<file path="src/gpio_pkg.sv">
// package: constants and carriers for the general purpose pin port
package gpio_pkg;

    localparam int unsigned PIN_COUNT      = 16;
    localparam int unsigned IRQ_PIN_COUNT  = 13;
    localparam int unsigned CLK_PIN_A      = 14;
    localparam int unsigned CLK_PIN_B      = 15;
    localparam int unsigned DIV_WIDTH      = 8;

    // reset values
    localparam logic [15:0] DIR_OUT_RST    = 16'h0000;
    localparam logic [15:0] OUT_VAL_RST    = 16'h0000;
    localparam logic [12:0] IRQ_EN_RST     = 13'h0000;
    localparam logic        CLK_SEL_A_RST  = 1'b0;
    localparam logic        CLK_SEL_B_RST  = 1'b1;
    localparam logic [7:0]  PERIOD_RST     = 8'h01;
    localparam logic [7:0]  HIGH_RST       = 8'h01;
    localparam logic [7:0]  COUNT_ONE      = 8'h01;
    localparam logic [7:0]  COUNT_ZERO     = 8'h00;

    // clock generator settings for one clock capable pin
    typedef struct packed {
        logic       sel;     // 1: pin carries the divided clock
        logic [7:0] period;  // reference cycles per clock period minus one
        logic [7:0] high;    // reference cycles the clock stays high
    } clk_cfg_t;

    localparam clk_cfg_t CLK_CFG_A_RST = '{sel: CLK_SEL_A_RST, period: PERIOD_RST,
                                           high: HIGH_RST};
    localparam clk_cfg_t CLK_CFG_B_RST = '{sel: CLK_SEL_B_RST, period: PERIOD_RST,
                                           high: HIGH_RST};

endpackage

</file>
<file path="src/gpio_port.sv">
// module: sixteen pin general purpose input/output port with clock outputs
// Function
// - each pin individually set by software as input or driven output
// - pins 0 to 12 as inputs may each raise a processor interrupt
// - after reset pins 0 to 13 are inputs with drivers off
// - pins 14 and 15 also offer plain input/output like pin 13
// - pins 14 and 15 can output a divided clock with selectable duty cycle
// - on reset pin 14 is an input
// - on reset pin 15 is an output carrying its clock
// - after reset pin 15 clock can clock the expansion interface
module gpio_port
    import gpio_pkg::*;
(
    // clock and reset
    input  wire logic                 core_clk,
    input  wire logic                 rst_n,
    // software configuration
    input  wire logic [15:0]          dir_out,
    input  wire logic [15:0]          out_val,
    input  wire logic [12:0]          irq_en,
    input  wire clk_cfg_t             clk_cfg_a,
    input  wire clk_cfg_t             clk_cfg_b,
    // software status
    output logic      [15:0]          pin_level,
    output logic                      irq,
    output logic                      pin15_clock_drive,
    // pins
    input  wire logic [15:0]          pin_i,
    output logic      [15:0]          pin_o,
    output logic      [15:0]          pin_oe
);

    // ------------------------------------------------------------
    // configuration registers
    // ------------------------------------------------------------
    logic [15:0] dir_q, dir_d;
    logic [15:0] val_q, val_d;
    logic [12:0] ien_q, ien_d;
    clk_cfg_t    cfg_a_q, cfg_a_d;
    clk_cfg_t    cfg_b_q, cfg_b_d;

    always_comb begin
        dir_d   = dir_out;
        val_d   = out_val;
        ien_d   = irq_en;
        cfg_a_d = clk_cfg_a;
        cfg_b_d = clk_cfg_b;
    end

    always_ff @(posedge core_clk) begin
        if (!rst_n) begin
            dir_q   <= DIR_OUT_RST;
            val_q   <= OUT_VAL_RST;
            ien_q   <= IRQ_EN_RST;
            cfg_a_q <= CLK_CFG_A_RST;
            cfg_b_q <= CLK_CFG_B_RST;
        end else begin
            dir_q   <= dir_d;
            val_q   <= val_d;
            ien_q   <= ien_d;
            cfg_a_q <= cfg_a_d;
            cfg_b_q <= cfg_b_d;
        end
    end

    // ------------------------------------------------------------
    // input synchronisers
    // ------------------------------------------------------------
    logic [15:0] sync1_q, sync1_d;
    logic [15:0] sync2_q, sync2_d;

    always_comb begin
        sync1_d = pin_i;
        sync2_d = sync1_q;
    end

    always_ff @(posedge core_clk) begin
        if (!rst_n) begin
            sync1_q <= OUT_VAL_RST;
            sync2_q <= OUT_VAL_RST;
        end else begin
            sync1_q <= sync1_d;
            sync2_q <= sync2_d;
        end
    end

    // ------------------------------------------------------------
    // clock dividers
    // ------------------------------------------------------------
    // next counter value: wrap to zero after the programmed period
    function automatic logic [7:0] next_count(input logic [7:0] cnt, input clk_cfg_t cfg);
        next_count = (cnt >= cfg.period) ? COUNT_ZERO : 8'(cnt + COUNT_ONE);
    endfunction

    // clock level: high for the first high-count cycles of each period
    function automatic logic clk_level(input logic [7:0] cnt, input clk_cfg_t cfg);
        clk_level = (cnt < cfg.high);
    endfunction

    // divided clock level and select, indexed by pin number
    logic [15:0] clk_lvl;
    logic [15:0] clk_sel;

    // pins below the clock capable ones never carry a clock
    assign clk_lvl[CLK_PIN_A-1:0] = OUT_VAL_RST[CLK_PIN_A-1:0];
    assign clk_sel[CLK_PIN_A-1:0] = OUT_VAL_RST[CLK_PIN_A-1:0];

    for (genvar p = CLK_PIN_A; p <= CLK_PIN_B; p++) begin : g_div
        clk_cfg_t   cfg;
        logic [7:0] cnt_q, cnt_d;
        logic       div_q, div_d;

        assign cfg = (p == CLK_PIN_A) ? cfg_a_q : cfg_b_q;

        always_comb begin
            cnt_d = cfg.sel ? next_count(cnt_q, cfg) : COUNT_ZERO;
            div_d = cfg.sel & clk_level(cnt_d, cfg);
        end

        always_ff @(posedge core_clk) begin
            if (!rst_n) begin
                cnt_q <= COUNT_ZERO;
                div_q <= 1'b0;
            end else begin
                cnt_q <= cnt_d;
                div_q <= div_d;
            end
        end

        assign clk_lvl[p] = div_q;
        assign clk_sel[p] = cfg.sel;
    end

    // ------------------------------------------------------------
    // pin drivers
    // ------------------------------------------------------------
    logic [15:0] o_q, o_d;
    logic [15:0] oe_q, oe_d;

    always_comb begin
        o_d  = val_q;
        oe_d = dir_q;
        // a selected clock overrides direction and value of its pin
        for (int i = CLK_PIN_A; i <= CLK_PIN_B; i++) begin
            o_d[i]  = clk_sel[i] ? clk_lvl[i] : val_q[i];
            oe_d[i] = clk_sel[i] | dir_q[i];
        end
    end

    always_ff @(posedge core_clk) begin
        if (!rst_n) begin
            o_q  <= OUT_VAL_RST;
            oe_q <= DIR_OUT_RST;
        end else begin
            o_q  <= o_d;
            oe_q <= oe_d;
        end
    end

    // ------------------------------------------------------------
    // pin level status
    // ------------------------------------------------------------
    logic [15:0] lvl_q, lvl_d;

    always_comb begin
        lvl_d = sync2_q;
    end

    always_ff @(posedge core_clk) begin
        if (!rst_n) begin
            lvl_q <= OUT_VAL_RST;
        end else begin
            lvl_q <= lvl_d;
        end
    end

    // ------------------------------------------------------------
    // interrupt: enabled input pins that read high
    // ------------------------------------------------------------
    logic irq_q, irq_d;

    always_comb begin
        irq_d = |(sync2_q[IRQ_PIN_COUNT-1:0] & ien_q & ~dir_q[IRQ_PIN_COUNT-1:0]);
    end

    always_ff @(posedge core_clk) begin
        if (!rst_n) begin
            irq_q <= 1'b0;
        end else begin
            irq_q <= irq_d;
        end
    end

    // ------------------------------------------------------------
    // copy of the pin 15 clock for the expansion interface
    // ------------------------------------------------------------
    logic p15_q, p15_d;

    always_comb begin
        p15_d = clk_sel[CLK_PIN_B] & clk_lvl[CLK_PIN_B];
    end

    always_ff @(posedge core_clk) begin
        if (!rst_n) begin
            p15_q <= 1'b0;
        end else begin
            p15_q <= p15_d;
        end
    end

    assign pin_o             = o_q;
    assign pin_oe            = oe_q;
    assign pin_level         = lvl_q;
    assign irq               = irq_q;
    assign pin15_clock_drive = p15_q;

endmodule // gpio_port

</file>
<file path="config.mk">
export PLATFORM = sky130hd
export DESIGN_NAME = gpio_port
export DESIGN_NICKNAME = d
export VERILOG_FILES = /design/src/gpio_pkg.sv /design/src/gpio_port.sv
export SDC_FILE = /design/constraint.sdc
export NUM_CORES = 1
export LEC_CHECK = 0
export BUFFER_PORTS_ARGS = -buffer_cell sky130_fd_sc_hd__buf_2
export CAP_MARGIN = 20
export CORE_MARGIN = 4
export CORE_UTILIZATION = 52
export DETAILED_ROUTE_END_ITERATION = 6
export GPL_TIMING_DRIVEN = 0
export PLACE_DENSITY_LB_ADDON = 0.1
export SLEW_MARGIN = 20
export SYNTH_ARGS = -nofsm -noshare
export SYNTH_HDL_FRONTEND = slang
export SYNTH_SLANG_ARGS = --single-unit
</file>
<file path="constraint.sdc">
create_clock -name core_clk -period 3 [get_ports core_clk]
set_clock_uncertainty 0.1 [all_clocks]
set_input_delay 0.15 -clock core_clk [delete_from_list [all_inputs] [get_ports core_clk]]
set_output_delay 0.15 -clock core_clk [all_outputs]
set_load 0.005 [all_outputs]
</file>
### Yosys cells after proc, flatten, opt, wreduce, memory -nomap -nowiden

Cells that the tools add are included.

| word-level totals | value |
|---|---|
| word-level logic and storage cells | 41 |
| output and inout port bits | 50 |
| bits of input ports | 97 |
| bits in registers | 179 |

| cells by class | value |
|---|---|
| reductions and logical operators | 1 |
| add/subtract/negate cells | 2 |
| order comparisons | 4 |
| mux-type cells | 6 |
| bitwise operators | 8 |

Operators by type and width:

| operator | number |
|---|---|
| 2-to-1 mux 8 bit | 4 |
| bitwise AND 13 bit | 2 |
| adder 8 x 1 -> 8 bit (second input constant) | 2 |
| >= comparator 8 bit | 2 |
| < comparator 8 bit | 2 |
| inverter 13 bit | 1 |
| OR reduction 13 bit | 1 |
| bitwise AND 1 bit | 3 |
| 2-to-1 mux 1 bit | 2 |
| OR 1 bit | 2 |

### Longest topological paths before layout

Gate-level depths: netlist of the first run.

| logic depth | value |
|---|---|
| depth in word-level cells | 5 |
| gate-level depth with buffers | 12 |
| mapped depth without buffers | 11 |

### Least setup slack after synthesis of the first run

Ideal clock, no wire load.

| timing path | value |
|---|---|
| path kind | reg-to-reg |
| start point | register cfg_a_q[15] (netlist name) |
| end point | register g_div[14].div_q |
| cell stages (with the launch flop) | 13 |
| data arrival time | 2.245 ns |
| library setup time | 0.129 ns |
| required time | 2.771 ns |
| slack | 0.526 ns |
| path through | dfxtp_1 inv_1 ha_1 nand3_1 and4b_1 buf_2 o21a_1 and3b_1 ha_1 nand3_1 or2_2 nor3b_1 a31oi_1 |

| between the ends | value |
|---|---|
| cells in the longest elaborated chain, start to end | 5 |

RTL lines:

| item | line | text |
|---|---|---|
| from (decl) | gpio_port.sv:39 | `clk_cfg_t cfg_a_q, cfg_a_d;` |
| from (signal assigned) | gpio_port.sv:61 | `cfg_a_q <= cfg_a_d;` |
| >= comparator 8 bit | gpio_port.sv:92 | `next_count = (cnt >= cfg.period) ? COUNT_ZERO : 8'(cnt + COUNT_ONE);` |
| 2-to-1 mux 8 bit | gpio_port.sv:92 |  |
| 2-to-1 mux 8 bit | gpio_port.sv:116 | `cnt_d = cfg.sel ? next_count(cnt_q, cfg) : COUNT_ZERO;` |
| named net g_div[14].cnt_d[7] | gpio_port.sv:110 | `logic [7:0] cnt_q, cnt_d;` |
| < comparator 8 bit | gpio_port.sv:97 | `clk_level = (cnt < cfg.high);` |
| bitwise AND 1 bit | gpio_port.sv:117 | `div_d = cfg.sel & clk_level(cnt_d, cfg);` |
| to (signal assigned) | gpio_port.sv:126 | `div_q <= div_d;` |
| to (decl) | gpio_port.sv:111 | `logic div_q, div_d;` |

The timed path passes the listed nets, and every way through them passes these cells.
A chain may end at the register's enable or synchronous reset.

### Final worst setup path of the first run

Same ends and word-level chain as after synthesis.

==> metrics.md, run 1 <==
| Metric | Value |
|---|---|
| Outcome | `complete, no violations` |
| Leakage power | `4.00 nW` |
| Final setup violation count | `0` |
| Final hold slack | `0.112 ns` |
| Die X | `116 um` |
| Arrival time at the worst endpoint | `between 2 and 3 ns` |
| Netlist cell types | `40` |
| GRT overflow | `0` |
| Setup crit start kind | `register` |
| Vias in the first global route | `roughly 4800` |
| Die Y | `between 100 and 150 um` |
| Max-slew headroom | `between 60% and 70%` |
| CTS tree | `done` |
| Commonest non-fill, non-tap cell in the layout | `dfxtp_1` |
| Area grow syn2layout | `41.4%` |
| Routed via count | `~4600` |
| Worst slew pin tran | `about 0.54 ns` |
| Total CTS buffers | `17` |
| Via/cell ratio | `around 4.7` |
| Final Cycle Share | `between 90% and 100%` |
| Mapped Avg Cell Area | `about 11 sq um` |
| Final setup margin | `0.230 ns` |
| Routed Antenna Nets | `0` |
| Clock Sinks | `about 180` |
| CP Cell Sequence | `inv_1 > ha_1 > nand3_1 > and4b_1 > buf_2 > o21a_1 > and3b_1 > ha_1 > nand3_1 > or2_2 > nor3b_2 > a31oi_1` |
| Crit. End Element | `register` |
| Die area | `0.0134 sq mm` |
| Syn. warnings | `0` |
| Register area | `approximately 0.0036 sq mm` |
| Slew Limit Fails | `0` |
| Post-Syn Instances | `569` |
| Peak VDD IR | `0.508 mV` |
| Clock latency on the worst-skew pair | `0.42 ns` |
| Root buf cell | `clkbuf_16` |
| Initial antenna violation count | `0` |
| Clock slew seen by the registers of the worst setup and hold paths | `about 0.060 ns` |
| Core area | `around 0.011 sq mm` |
| Placement Setup Slack | `between 0.1 and 0.15 ns` |
| Initial DRC Count | `roughly 210` |
| Final Total Pwr | `~0.0052 W` |
| Largest net degree at the start of global routing | `17` |
| Crit path buf inv count | `2` |
| Worst EP required | `~3.2 ns` |
| GPL Wtd Cong | `~0.85` |
| Starting Density | `around 53%` |
| TNS Setup | `0 ns` |
| Htree depth | `4` |
| Synth Register Bits | `around 180` |
| Clk buf depth | `2` |
| DPL Wire Length | `about 9.4 mm` |
| First-pass GRT wire length | `roughly 22 mm` |
| Filler Cells Inserted | `just under 800` |
| Final #Nets | `roughly 960` |
| Layout cells sized above 1 | `between 20% and 30%` |
| Critical path's top delay family | `simple AND/OR/NAND/NOR gates` |
| Syn nets | `~700` |
| Part of the Yosys area used for sequential elements | `between 50% and 60%` |
| WS Path Type | `register to register` |
| Finished Core Util | `around three quarters` |
| Multi-input logic area | `about 0.0023 sq mm` |
| Tmin final | `roughly 2.8 ns` |
| Port bufs | `between 100 and 150` |
| Crit Path Max Fanout | `8` |
| Largest stage delay on the critical path | `~0.32 ns` |
| Slowest cell on the critical path | `ha_1` |
| WL final | `about 14 mm` |
| Pwr dens | `between 600 and 700 mW/mm^2` |
| Row Count | `39` |
| Post-Syn Area | `just over 0.006 sq mm` |
| Drt first pass iters | `4` |
| Max-cap violations | `0` |
| DR WL/cell | `approximately 14 um` |
| Diodes inserted | `0` |
| FMAX | `roughly 360 MHz` |
| Commonest cells after routing, fill and taps aside | `dfxtp_1 (178), and2_1 (150), buf_2 (147)` |
| DRC | `0` |
| HP Class | `input pin to register` |
| Ports | `approximately 150` |
| Final Hold Fails | `0` |
| GRT Overall Usage | `between 20% and 30%` |
==> Yosys cell counts, drive strengths merged <==
cell	count	area share, %
o21ai	4	0.33
xor2	4	0.58
inv	34	2.1
nand3	19	1.6
a211o	1	0.14
o22ai	6	0.62
nand4bb	1	0.19
o221ai	1	0.14
nand4b	2	0.29
nand2b	5	0.52
clkbuf	18	1.1
o2111ai	1	0.14
a211oi	7	0.95
xnor2	6	0.87
o21a	3	0.37
and4b	1	0.17
a21o	3	0.37
nand2	22	1.4
and4	2	0.29
and3	14	1.6
nor2	15	0.93
nor4	1	0.10
ha	32	6.6
and2	157	16
a31oi	2	0.21
or2	2	0.21
nor2b	2	0.21
buf	3	0.35
nand4	2	0.21
nor3b	1	0.12
mux2i	2	0.33
and3b	1	0.14
dfxtp	179	59
a21oi	12	0.99
nor3	4	0.33
==> cell families after synthesis <==
family                     count (synthesis)  share of synthesized area, %
xor gates and xnor gates                  10                          1.45
AOI/OAI and AO/OA                         40                          4.28
adders and majority gates                 32                          6.61
muxes                                      2                         0.331
and+or+nand+nor                          251                          24.6
buffers and inverters                     55                          3.57
DFF                                      179                          59.2
==> power by group <==
group / switching (W) / internal (W) / total, W
clock network: 0.000892 / 0.00139 / 0.00228
logic: 0.000168 / 0.000240 / 0.000408
registers: 0.0000388 / 0.00249 / 0.00252
total: 0.00110 / 0.00412 / 0.00522
==> per-stage QoR <==
stage / cell area, sq um / instances
CTS: 8530 / 984
detailed placement: 6960 / 857
floorplan: 6060 / 569
finish: 8560 / 986
global placement: 6960 / 857
global route: 8560 / 986
==> worst register-to-register path, stage by stage (launching register included) <==
cell and delay [ns]:
dfxtp_1 0.31, inv_1 0.06, ha_1 0.32, nand3_1 0.08, and4b_1 0.19, buf_2 0.16
o21a_1 0.19, and3b_1 0.22, ha_1 0.29, nand3_1 0.09, or2_2 0.32, nor3b_2 0.20
a31oi_1 0.12
==> what timing repair did <==
action / CTS / global route
resized for setup: 0 / 3
hold buffers: 95 / 0
buffers inserted: 0 / 2
endpoints found under the hold margin: 95 / 0
endpoints found under the setup margin: 0 / 2
==> final timing paths <==
kind                    start              end  slack, ns  depth (start not counted)
setup / recovery  cfg_a_q[15]  g_div[14].div_q       0.23                         12
hold reg to reg      val_q[2]         pin_o[2]       0.33                          1
setup reg to reg  cfg_a_q[15]  g_div[14].div_q       0.23                         12
hold / removal          rst_n  g_div[14].div_q       0.11                          5
==> metal layers <==
layer	track usage, %	vias to the layer above	routed length, um
met3	5.17	31	781
li1	-	2352	-
met5	0	-	0
met2	36.9	140	6910
met4	10.1	0	401
met1	25.3	2093	5910
==> flip-flops by register name, indices dropped and copies added (netlist names) <==
name / cells
g_div.div_q: 2
irq: 1
ien_q: 13
sync1_q: 16
cfg_a_q: 17
pin_level: 16
lvl_d: 16
cfg_b_q: 17
pin15_clock_drive: 1
pin_oe: 16
g_div.cnt_q: 16
val_q: 16
pin_o: 16
dir_q: 16
==> layout make-up <==
| type | count | area share (%) |
|---|---|---|
| sequential | 179 | 41.9 |
| multi-input combinational | 335 | 26.5 |
| timing repair buffer | 242 | 19.8 |
| clock buffer | 23 | 5.58 |
| tap | 143 | 2.09 |
| clock inverter | 9 | 1.68 |
| inverter | 34 | 1.49 |
| buffer | 21 | 1.04 |
(Power assumes the default switching activity.)
==> run 2: changes to the inputs <==
--- a/config.mk
+++ b/config.mk
@@ -8,7 +8,8 @@
 export BUFFER_PORTS_ARGS = -buffer_cell sky130_fd_sc_hd__buf_2
 export CAP_MARGIN = 20
 export CORE_MARGIN = 4
-export CORE_UTILIZATION = 52
+export CORE_UTILIZATION = 55
+export CTS_BUF_LIST = sky130_fd_sc_hd__clkbuf_2
 export DETAILED_ROUTE_END_ITERATION = 6
 export GPL_TIMING_DRIVEN = 0
 export PLACE_DENSITY_LB_ADDON = 0.1
==> run 2 against run 1 <==
Effect of this change: the flow now stops in 4_1_cts; synthesized area unchanged; synthesized cell count did not move.
==> metrics.md, run 2 <==
| Metric | Value |
|---|---|
| Outcome | `did not finish (was complete, no violations)` |
| Halt Stage | `4_1_cts` |
| Stop err | `[ERROR RSZ-0060] Max buffer count reached.` |
| Yosys top cell area share | `59.2% (unchanged)` |
| Ports | `147 (unchanged)` |
| Htree depth | `4 (unchanged)` |
| Syn. warnings | `0 (unchanged)` |
| DPL Wire Length | `9.14 mm (was 9.38 mm)` |
| Post-Syn Area | `0.00606 sq mm (unchanged)` |
| Largest area contributor in the netlist | `dfxtp_1 (unchanged)` |
| Root buf cell | `clkbuf_2 (was clkbuf_16)` |
| Starting Density | `56.1% (was 53.0%)` |
| Number of flops mapped to enable cells by yosys | `0 (unchanged)` |
| Port bufs | `145 (unchanged)` |
| Die X | `113 um (was 116 um)` |
| Synth Register Bits | `179 (unchanged)` |
| Part of the Yosys area used for sequential elements | `59.2% (unchanged)` |
| Synth Flop Type | `dfxtp_1 (unchanged)` |
| Clock Sinks | `179 (unchanged)` |
| Clk buf depth | `2 (unchanged)` |
| Leading cell types by count after synthesis | `dfxtp_1 (179), and2_1 (150), inv_1 (34) (unchanged)` |
| CTS Hold Bufs | `180 (was 95)` |
| Total CTS buffers | `17 (unchanged)` |
| Netlist cell types | `40 (unchanged)` |
| Setup bufs post-CTS | `0 (unchanged)` |
| Post-Syn Instances | `569 (unchanged)` |
| DP Area | `0.00696 sq mm (about the same)` |
| Leading cell types by total area after synthesis | `dfxtp_1 (59%), and2_1 (15%), ha_1 (6.6%) (unchanged)` |
| Async SR Flop Fraction | `0% (unchanged)` |
| GPL Wtd Cong | `0.832 (was 0.849)` |
| Syn nets | `698 (unchanged)` |
| Most frequent cell after synthesis | `dfxtp_1 (unchanged)` |
| Die Y | `113 um (was 116 um)` |
| Post-cts resize count | `0 (unchanged)` |
| Row Count | `38 (was 39)` |
| Mapped Avg Cell Area | `10.6 sq um (unchanged)` |
run 2: cell counts after synthesis:
No cell type changed its count.
run 2: kinds of logic after synthesis:
kind of cell	after synthesis	share of synthesized area (%)
xor gates and xnor gates	10	1.45
muxes	2	0.331
and+or+nand+nor	251	24.6
DFF	179	59.2
adders and majority gates	32	6.61
buffers and inverters	55	3.57
AOI/OAI and AO/OA	40	4.28
run 2: per-stage QoR:
| step | instances | worst slack [ns] |
|---|---|---|
| after detailed placement | 854 | 0.102 |
| after global placement | 854 | 0.135 |
| after floorplan | 569 | 0.526 |
==> run 3: changes to the inputs <==
--- a/config.mk
+++ b/config.mk
@@ -8,11 +8,10 @@
 export BUFFER_PORTS_ARGS = -buffer_cell sky130_fd_sc_hd__buf_2
 export CAP_MARGIN = 20
 export CORE_MARGIN = 4
-export CORE_UTILIZATION = 55
-export CTS_BUF_LIST = sky130_fd_sc_hd__clkbuf_2
+export CORE_UTILIZATION = 40
 export DETAILED_ROUTE_END_ITERATION = 6
 export GPL_TIMING_DRIVEN = 0
-export PLACE_DENSITY_LB_ADDON = 0.1
+export PLACE_DENSITY_LB_ADDON = 0.15
 export SLEW_MARGIN = 20
 export SYNTH_ARGS = -nofsm -noshare
 export SYNTH_HDL_FRONTEND = slang
==> run 3 against run 2 <==
Effect of this change: the flow now finishes without violations.
==> metrics.md, run 3 (synthesis results as in run 1) <==
| Metric | Value |
|---|---|
| WL final | `14.2 mm` |
| Largest net degree at the start of global routing | `17` |
| Core area | `0.0147 sq mm` |
| Clock latency on the worst-skew pair | `about 0.41 ns` |
| Routed Antenna Nets | `0` |
| Max-slew headroom | `60.8%` |
| CTS tree | `done` |
| Die X | `131 um (was 113 um)` |
| Via/cell ratio | `4.42` |
| Clock slew seen by the registers of the worst setup and hold paths | `0.06 ns` |
| Vias in the first global route | `4621` |
| Peak VDD IR | `0.412 mV` |
| Clock Sinks | `179 (unchanged)` |
| Area grow syn2layout | `42.5%` |
| Max-cap violations | `0` |
| Initial DRC Count | `143` |
| Outcome | `complete, no violations (was did not finish)` |
| Pwr dens | `roughly 610 mW/mm^2` |
| DP Area | `0.00701 sq mm (was 0.00696 sq mm)` |
| Arrival time at the worst endpoint | `just over 3 ns` |
| DRC | `0` |
| Total CTS buffers | `17 (unchanged)` |
| Clk buf depth | `2 (unchanged)` |
| Layout cells sized above 1 | `between 20% and 30%` |
| Root buf cell | `clkbuf_16 (was clkbuf_2)` |
| Crit path buf inv count | `0` |
| Starting Density | `41.2% (was 56.1%)` |
| DR WL/cell | `~14 um` |
| TNS Setup | `0 ns` |
| DPL Wire Length | `9.70 mm (was 9.14 mm)` |
| Slowest cell on the critical path | `a211o_2` |
| WS Path Type | `register to register` |
| Final Hold Fails | `0` |
| Crit Path Max Fanout | `8` |
| Setup crit start kind | `register` |
| Port bufs | `145 (unchanged)` |
| Initial antenna violation count | `0` |
| Die Y | `131 um (was 113 um)` |
| GRT Overall Usage | `between 15 and 20%` |
| Final Cycle Share | `93.9%` |
| Fin area | `~0.0086 sq mm` |
| Worst slew pin tran | `between 0.5 and 0.6 ns` |
| Top flop regs | `cfg_a_q x17, cfg_b_q x17` |
| Slew Limit Fails | `0` |
| Setup bufs post-CTS | `0 (unchanged)` |
| Leakage power | `roughly 4.0 nW` |
| Worst EP required | `~3.2 ns` |
| Row Count | `44 (was 38)` |
| CP Cell Sequence | `ha_1 > a21oi_1 > o21ai_1 > a211o_2 > a21oi_1 > ha_1 > a21o_1 > a211oi_1 > o221ai_1 > a31oi_1` |
| Die area | `between 0.015 and 0.02 sq mm` |
| Htree depth | `4 (unchanged)` |
| Final #Nets | `957` |
| Drt first pass iters | `4` |
| RSZ-0062 raised after global routing | `no` |
| Ports | `147 (unchanged)` |
| Critical path's top delay family | `compound AO/OA/AOI/OAI gates` |
| Diodes inserted | `0` |
| Crit. End Element | `register` |
| HP Class | `input pin to register` |
| Routed via count | `4532` |
| Tmin final | `approximately 2.8 ns` |
| Largest stage delay on the critical path | `0.44 ns` |
| Commonest cells after routing, fill and taps aside | `dfxtp_1 (178), and2_1 (150), buf_2 (147)` |
| Commonest non-fill, non-tap cell in the layout | `dfxtp_1` |
| GPL Wtd Cong | `0.763 (was 0.832)` |
| FMAX | `~350 MHz` |
| First-pass GRT wire length | `between 20 and 25 mm` |
| Final setup violation count | `0` |
| GRT overflow | `0` |
==> run 3: area by class of cell <==
type                       instances  area (sq um)
clock inverter                    14           199
clock buffer                      18           439
inverter                          34           128
tap                              184           230
timing repair buffer             240          1680
buffer                            21          88.8
fill                            1258          6070
multi-input combinational        335          2280
sequential                       179          3580
==> run 3: timing repair <==
| item | in CTS | in global routing |
|---|---|---|
| resized for setup | 0 | 4 |
| setup endpoints to repair | 0 | 2 |
| endpoints found under the hold margin | 95 | 0 |
| hold buffers | 95 | 0 |
==> run 3: per-layer routing <==
layer / track usage (%) / share of wire, % / vias to the layer above
met5: 0 / 0 / -
met4: 5.81 / 1.8 / 0
met3: 5.57 / 5.2 / 16
met2: 28.9 / 50 / 110
met1: 20.2 / 43 / 2058
li1: - / - / 2348
==> run 3: path summary, 6_finish.rpt <==
check	startpoint	end	slack, ns	depth (start not counted)
worst min-delay path	rst_n	g_div[14].div_q	0.11	5
worst max register to register	g_div[14].cnt_q[2]	g_div[14].div_q	0.18	10
worst max-delay path	g_div[14].cnt_q[2]	g_div[14].div_q	0.18	10
worst min register to register	sync1_q[11]	lvl_d[11]	0.33	1
==> run 3: power by group <==
group          total (W)  leakage [nW]  internal (W)  switching [W]
registers        0.00252          1.48       0.00248      0.0000378
logic           0.000409          2.21      0.000240       0.000169
clock network    0.00236         0.300       0.00143       0.000932
total            0.00529          3.99       0.00415        0.00114
==> run 3: through the flow <==
step	util, %	hold WS [ns]	worst slack [ns]	total power (W)	cells
finish	58.7	0.114	0.182	0.00529	1025
global route	58.7	0.132	0.00879	0.00550	1025
global placement	47.7	0.229	0.155	0.00287	898
detailed placement	47.7	0.235	0.160	0.00288	898
floorplan	-	0.151	0.526	0.00273	569
CTS	58.5	0.115	0.130	0.00533	1025
==> run 3: tightest hold or removal path, cell delays in order <==
cell and delay (ns):
buf_2 0.17, nand2_1 0.09, a211oi_1 0.05, o221ai_1 0.06, a31oi_1 0.06
==> run 4: changes to the inputs <==
--- a/config.mk
+++ b/config.mk
@@ -11,7 +11,7 @@
 export CORE_UTILIZATION = 40
 export DETAILED_ROUTE_END_ITERATION = 6
 export GPL_TIMING_DRIVEN = 0
-export PLACE_DENSITY_LB_ADDON = 0.15
+export PLACE_DENSITY = 0.7
 export SLEW_MARGIN = 20
 export SYNTH_ARGS = -nofsm -noshare
 export SYNTH_HDL_FRONTEND = slang
==> run 4 against run 3 <==
Effect of this change: final area fell by 0.70%; setup slack better by 0.018 ns; sequential share of layout area grew 0.29 points; critical path depth up 2; sequential power is essentially flat; routed wire length is 3.0% higher; power decreased by 3.5%; largest cell class unchanged.
==> metrics.md, run 4 (synthesis results as in run 1) <==
| Metric | Value |
|---|---|
| Peak VDD IR | `0.424 mV (was 0.412 mV)` |
| Max-cap violations | `0 (unchanged)` |
| Clock Sinks | `179 (unchanged)` |
| DP Area | `0.00701 sq mm (unchanged)` |
| Pwr dens | `596 mW/mm^2 (was 613 mW/mm^2)` |
| Ports | `147 (unchanged)` |
| Commonest non-fill, non-tap cell in the layout | `dfxtp_1 (unchanged)` |
| Leakage power | `3.98 nW (was 3.99 nW)` |
| Top flop regs | `cfg_a_q x17, cfg_b_q x17 (unchanged)` |
| Final setup violation count | `0 (unchanged)` |
| Cells after DPL | `898 (unchanged)` |
| Routed via count | `4611 (was 4532)` |
| Setup crit start kind | `register (unchanged)` |
| GRT overflow | `0 (unchanged)` |
| Routed Antenna Nets | `0 (unchanged)` |
| Fin area | `0.00857 sq mm (was 0.00863 sq mm)` |
| DPL Wire Length | `9.95 mm (was 9.70 mm)` |
| FMAX | `357 MHz (was 355 MHz)` |
| Comb pwr share | `8.0% (was 7.7%)` |
| Final Instance Count excl. Fillers | `1026 (was 1025)` |
| Worst EP required | `3.23 ns (about the same)` |
| Net Switching | `0.00119 W (was 0.00114 W)` |
| Commonest cells after routing, fill and taps aside | `dfxtp_1 (178), and2_1 (150), buf_2 (147) (unchanged)` |
| Int Power | `0.00392 W (was 0.00415 W)` |
| Clock slew seen by the registers of the worst setup and hold paths | `0.07 ns (was 0.06 ns)` |
| Initial antenna violation count | `0 (unchanged)` |
| Layout cells sized above 1 | `23.8% (about the same)` |
| Crit. End Element | `register (unchanged)` |
| Tmin final | `2.80 ns (was 2.82 ns)` |
| WL final | `14.7 mm (was 14.2 mm)` |
| Final setup margin | `0.200 ns (was 0.182 ns)` |
| Largest net degree at the start of global routing | `18 (was 17)` |
| Net Sw Frac | `23.3% (was 21.5%)` |
| Arrival time at the worst endpoint | `3.03 ns (was 3.05 ns)` |
| Placement Setup Slack | `0.108 ns (was 0.160 ns)` |
| Starting Density | `41.2% (unchanged)` |
| Row Count | `44 (unchanged)` |
| Filler Cells Inserted | `1241 (was 1258)` |
| Slew Limit Fails | `0 (unchanged)` |
| Vias in the first global route | `4684 (was 4621)` |
| Via/cell ratio | `4.49 (was 4.42)` |
| Total CTS buffers | `17 (unchanged)` |
| WS Path Type | `register to register (unchanged)` |
| Htree depth | `4 (unchanged)` |
| Crit Path Max Fanout | `10 (was 8)` |
| Outcome | `complete, no violations (unchanged)` |
| Area grow syn2layout | `41.5% (was 42.5%)` |
| Clock latency on the worst-skew pair | `0.43 ns (was 0.41 ns)` |
| GPL Wtd Cong | `0.821 (was 0.763)` |
| DRC | `0 (unchanged)` |
| Seq pwr share | `49.4% (was 47.7%)` |
| Initial DRC Count | `187 (was 143)` |
| Core area | `0.0147 sq mm (unchanged)` |
| Final #Nets | `958 (was 957)` |
| Max-slew headroom | `62.4% (was 60.8%)` |
| Die area | `0.0172 sq mm (unchanged)` |
| Root buf cell | `clkbuf_16 (unchanged)` |
| First-pass GRT wire length | `22.5 mm (was 22.3 mm)` |
| Port bufs | `145 (unchanged)` |
| TNS Setup | `0 ns (unchanged)` |
| Final Cycle Share | `93.3% (was 93.9%)` |
| Die X | `131 um (unchanged)` |
| Diodes inserted | `0 (unchanged)` |
| Drt first pass iters | `4 (unchanged)` |
| GRT Overall Usage | `17.4% (was 17.0%)` |
| Final Hold Fails | `0 (unchanged)` |
| HP Class | `input pin to register (unchanged)` |
| Worst slew pin tran | `0.564 ns (was 0.589 ns)` |
| CTS tree | `done (unchanged)` |
| Clock power share | `42.6% (was 44.6%)` |
| Clk buf depth | `2 (unchanged)` |
| RSZ-0062 raised after global routing | `no (unchanged)` |
| Die Y | `131 um (unchanged)` |
| DR WL/cell | `14.3 um (was 13.9 um)` |
==> run 4: final cells by class <==
type	count	area, sq um	area share, %
multi-input cells	335	2270	26.5
inverters	34	128	1.49
clock inverters	14	144	1.68
flip-flops and latches	179	3580	41.8
well taps	184	230	2.69
clock buffers	18	439	5.13
repair buffers	241	1680	19.7
plain buffers	21	88.8	1.04
==> run 4: power by group through the flow <==
stage,Clock [W],Sequential (W),Combinational (W)
finish,0.00218,0.00252,0.000408
global route,0.00233,0.00253,0.000459
CTS,0.00221,0.00252,0.000404
detailed placement,0,0.00258,0.000307
global placement,0,0.00257,0.000296
floorplan,0,0.00257,0.000164
==> run 4: worst max-delay path, stage by stage (launching register included) <==
cell      delay [ns]
dfxtp_1         0.44
inv_1           0.08
ha_1            0.28
nor2b_1         0.13
o21ai_1         0.12
a211oi_4        0.36
buf_6           0.18
and2_2          0.14
ha_1            0.23
a21o_1          0.16
nand2_1         0.06
nand4b_1        0.11
a211oi_1        0.30
==> run 4: stage by stage <==
step	utilization [%]	total power, W	hold slack [ns]
6_report	58.3	0.00511	0.0998
5_1_grt	58.3	0.00531	0.103
4_1_cts	58.1	0.00514	0.0967
3_5_place_dp	47.7	0.00288	0.238
3_3_place_gp	47.7	0.00287	0.231
2_1_floorplan	-	0.00273	0.151
==> run 4: worst paths after layout <==
path / from / to / slack [ns] / cells past startpoint
max reg2reg: g_div[15].cnt_q[0] / g_div[15].div_q / 0.20 / 12
max: g_div[15].cnt_q[0] / g_div[15].div_q / 0.20 / 12
min: rst_n / g_div[14].div_q / 0.1 / 5
min reg2reg: val_q[12] / pin_o[12] / 0.33 / 1
==> run 4: repair_timing <==
item | in CTS | in global routing
hold buffers | 95 | 0
setup endpoints to repair | 0 | 2
hold endpoints to repair | 95 | 0
setup buffers | 0 | 1
resized for setup | 0 | 3
==> run 4: per-layer routing <==
metal / wire length (um) / track usage (%)
met5: 0 / 0
met4: 383 / 6.78
met3: 807 / 6.18
met2: 7190 / 29.2
met1: 6270 / 20.4
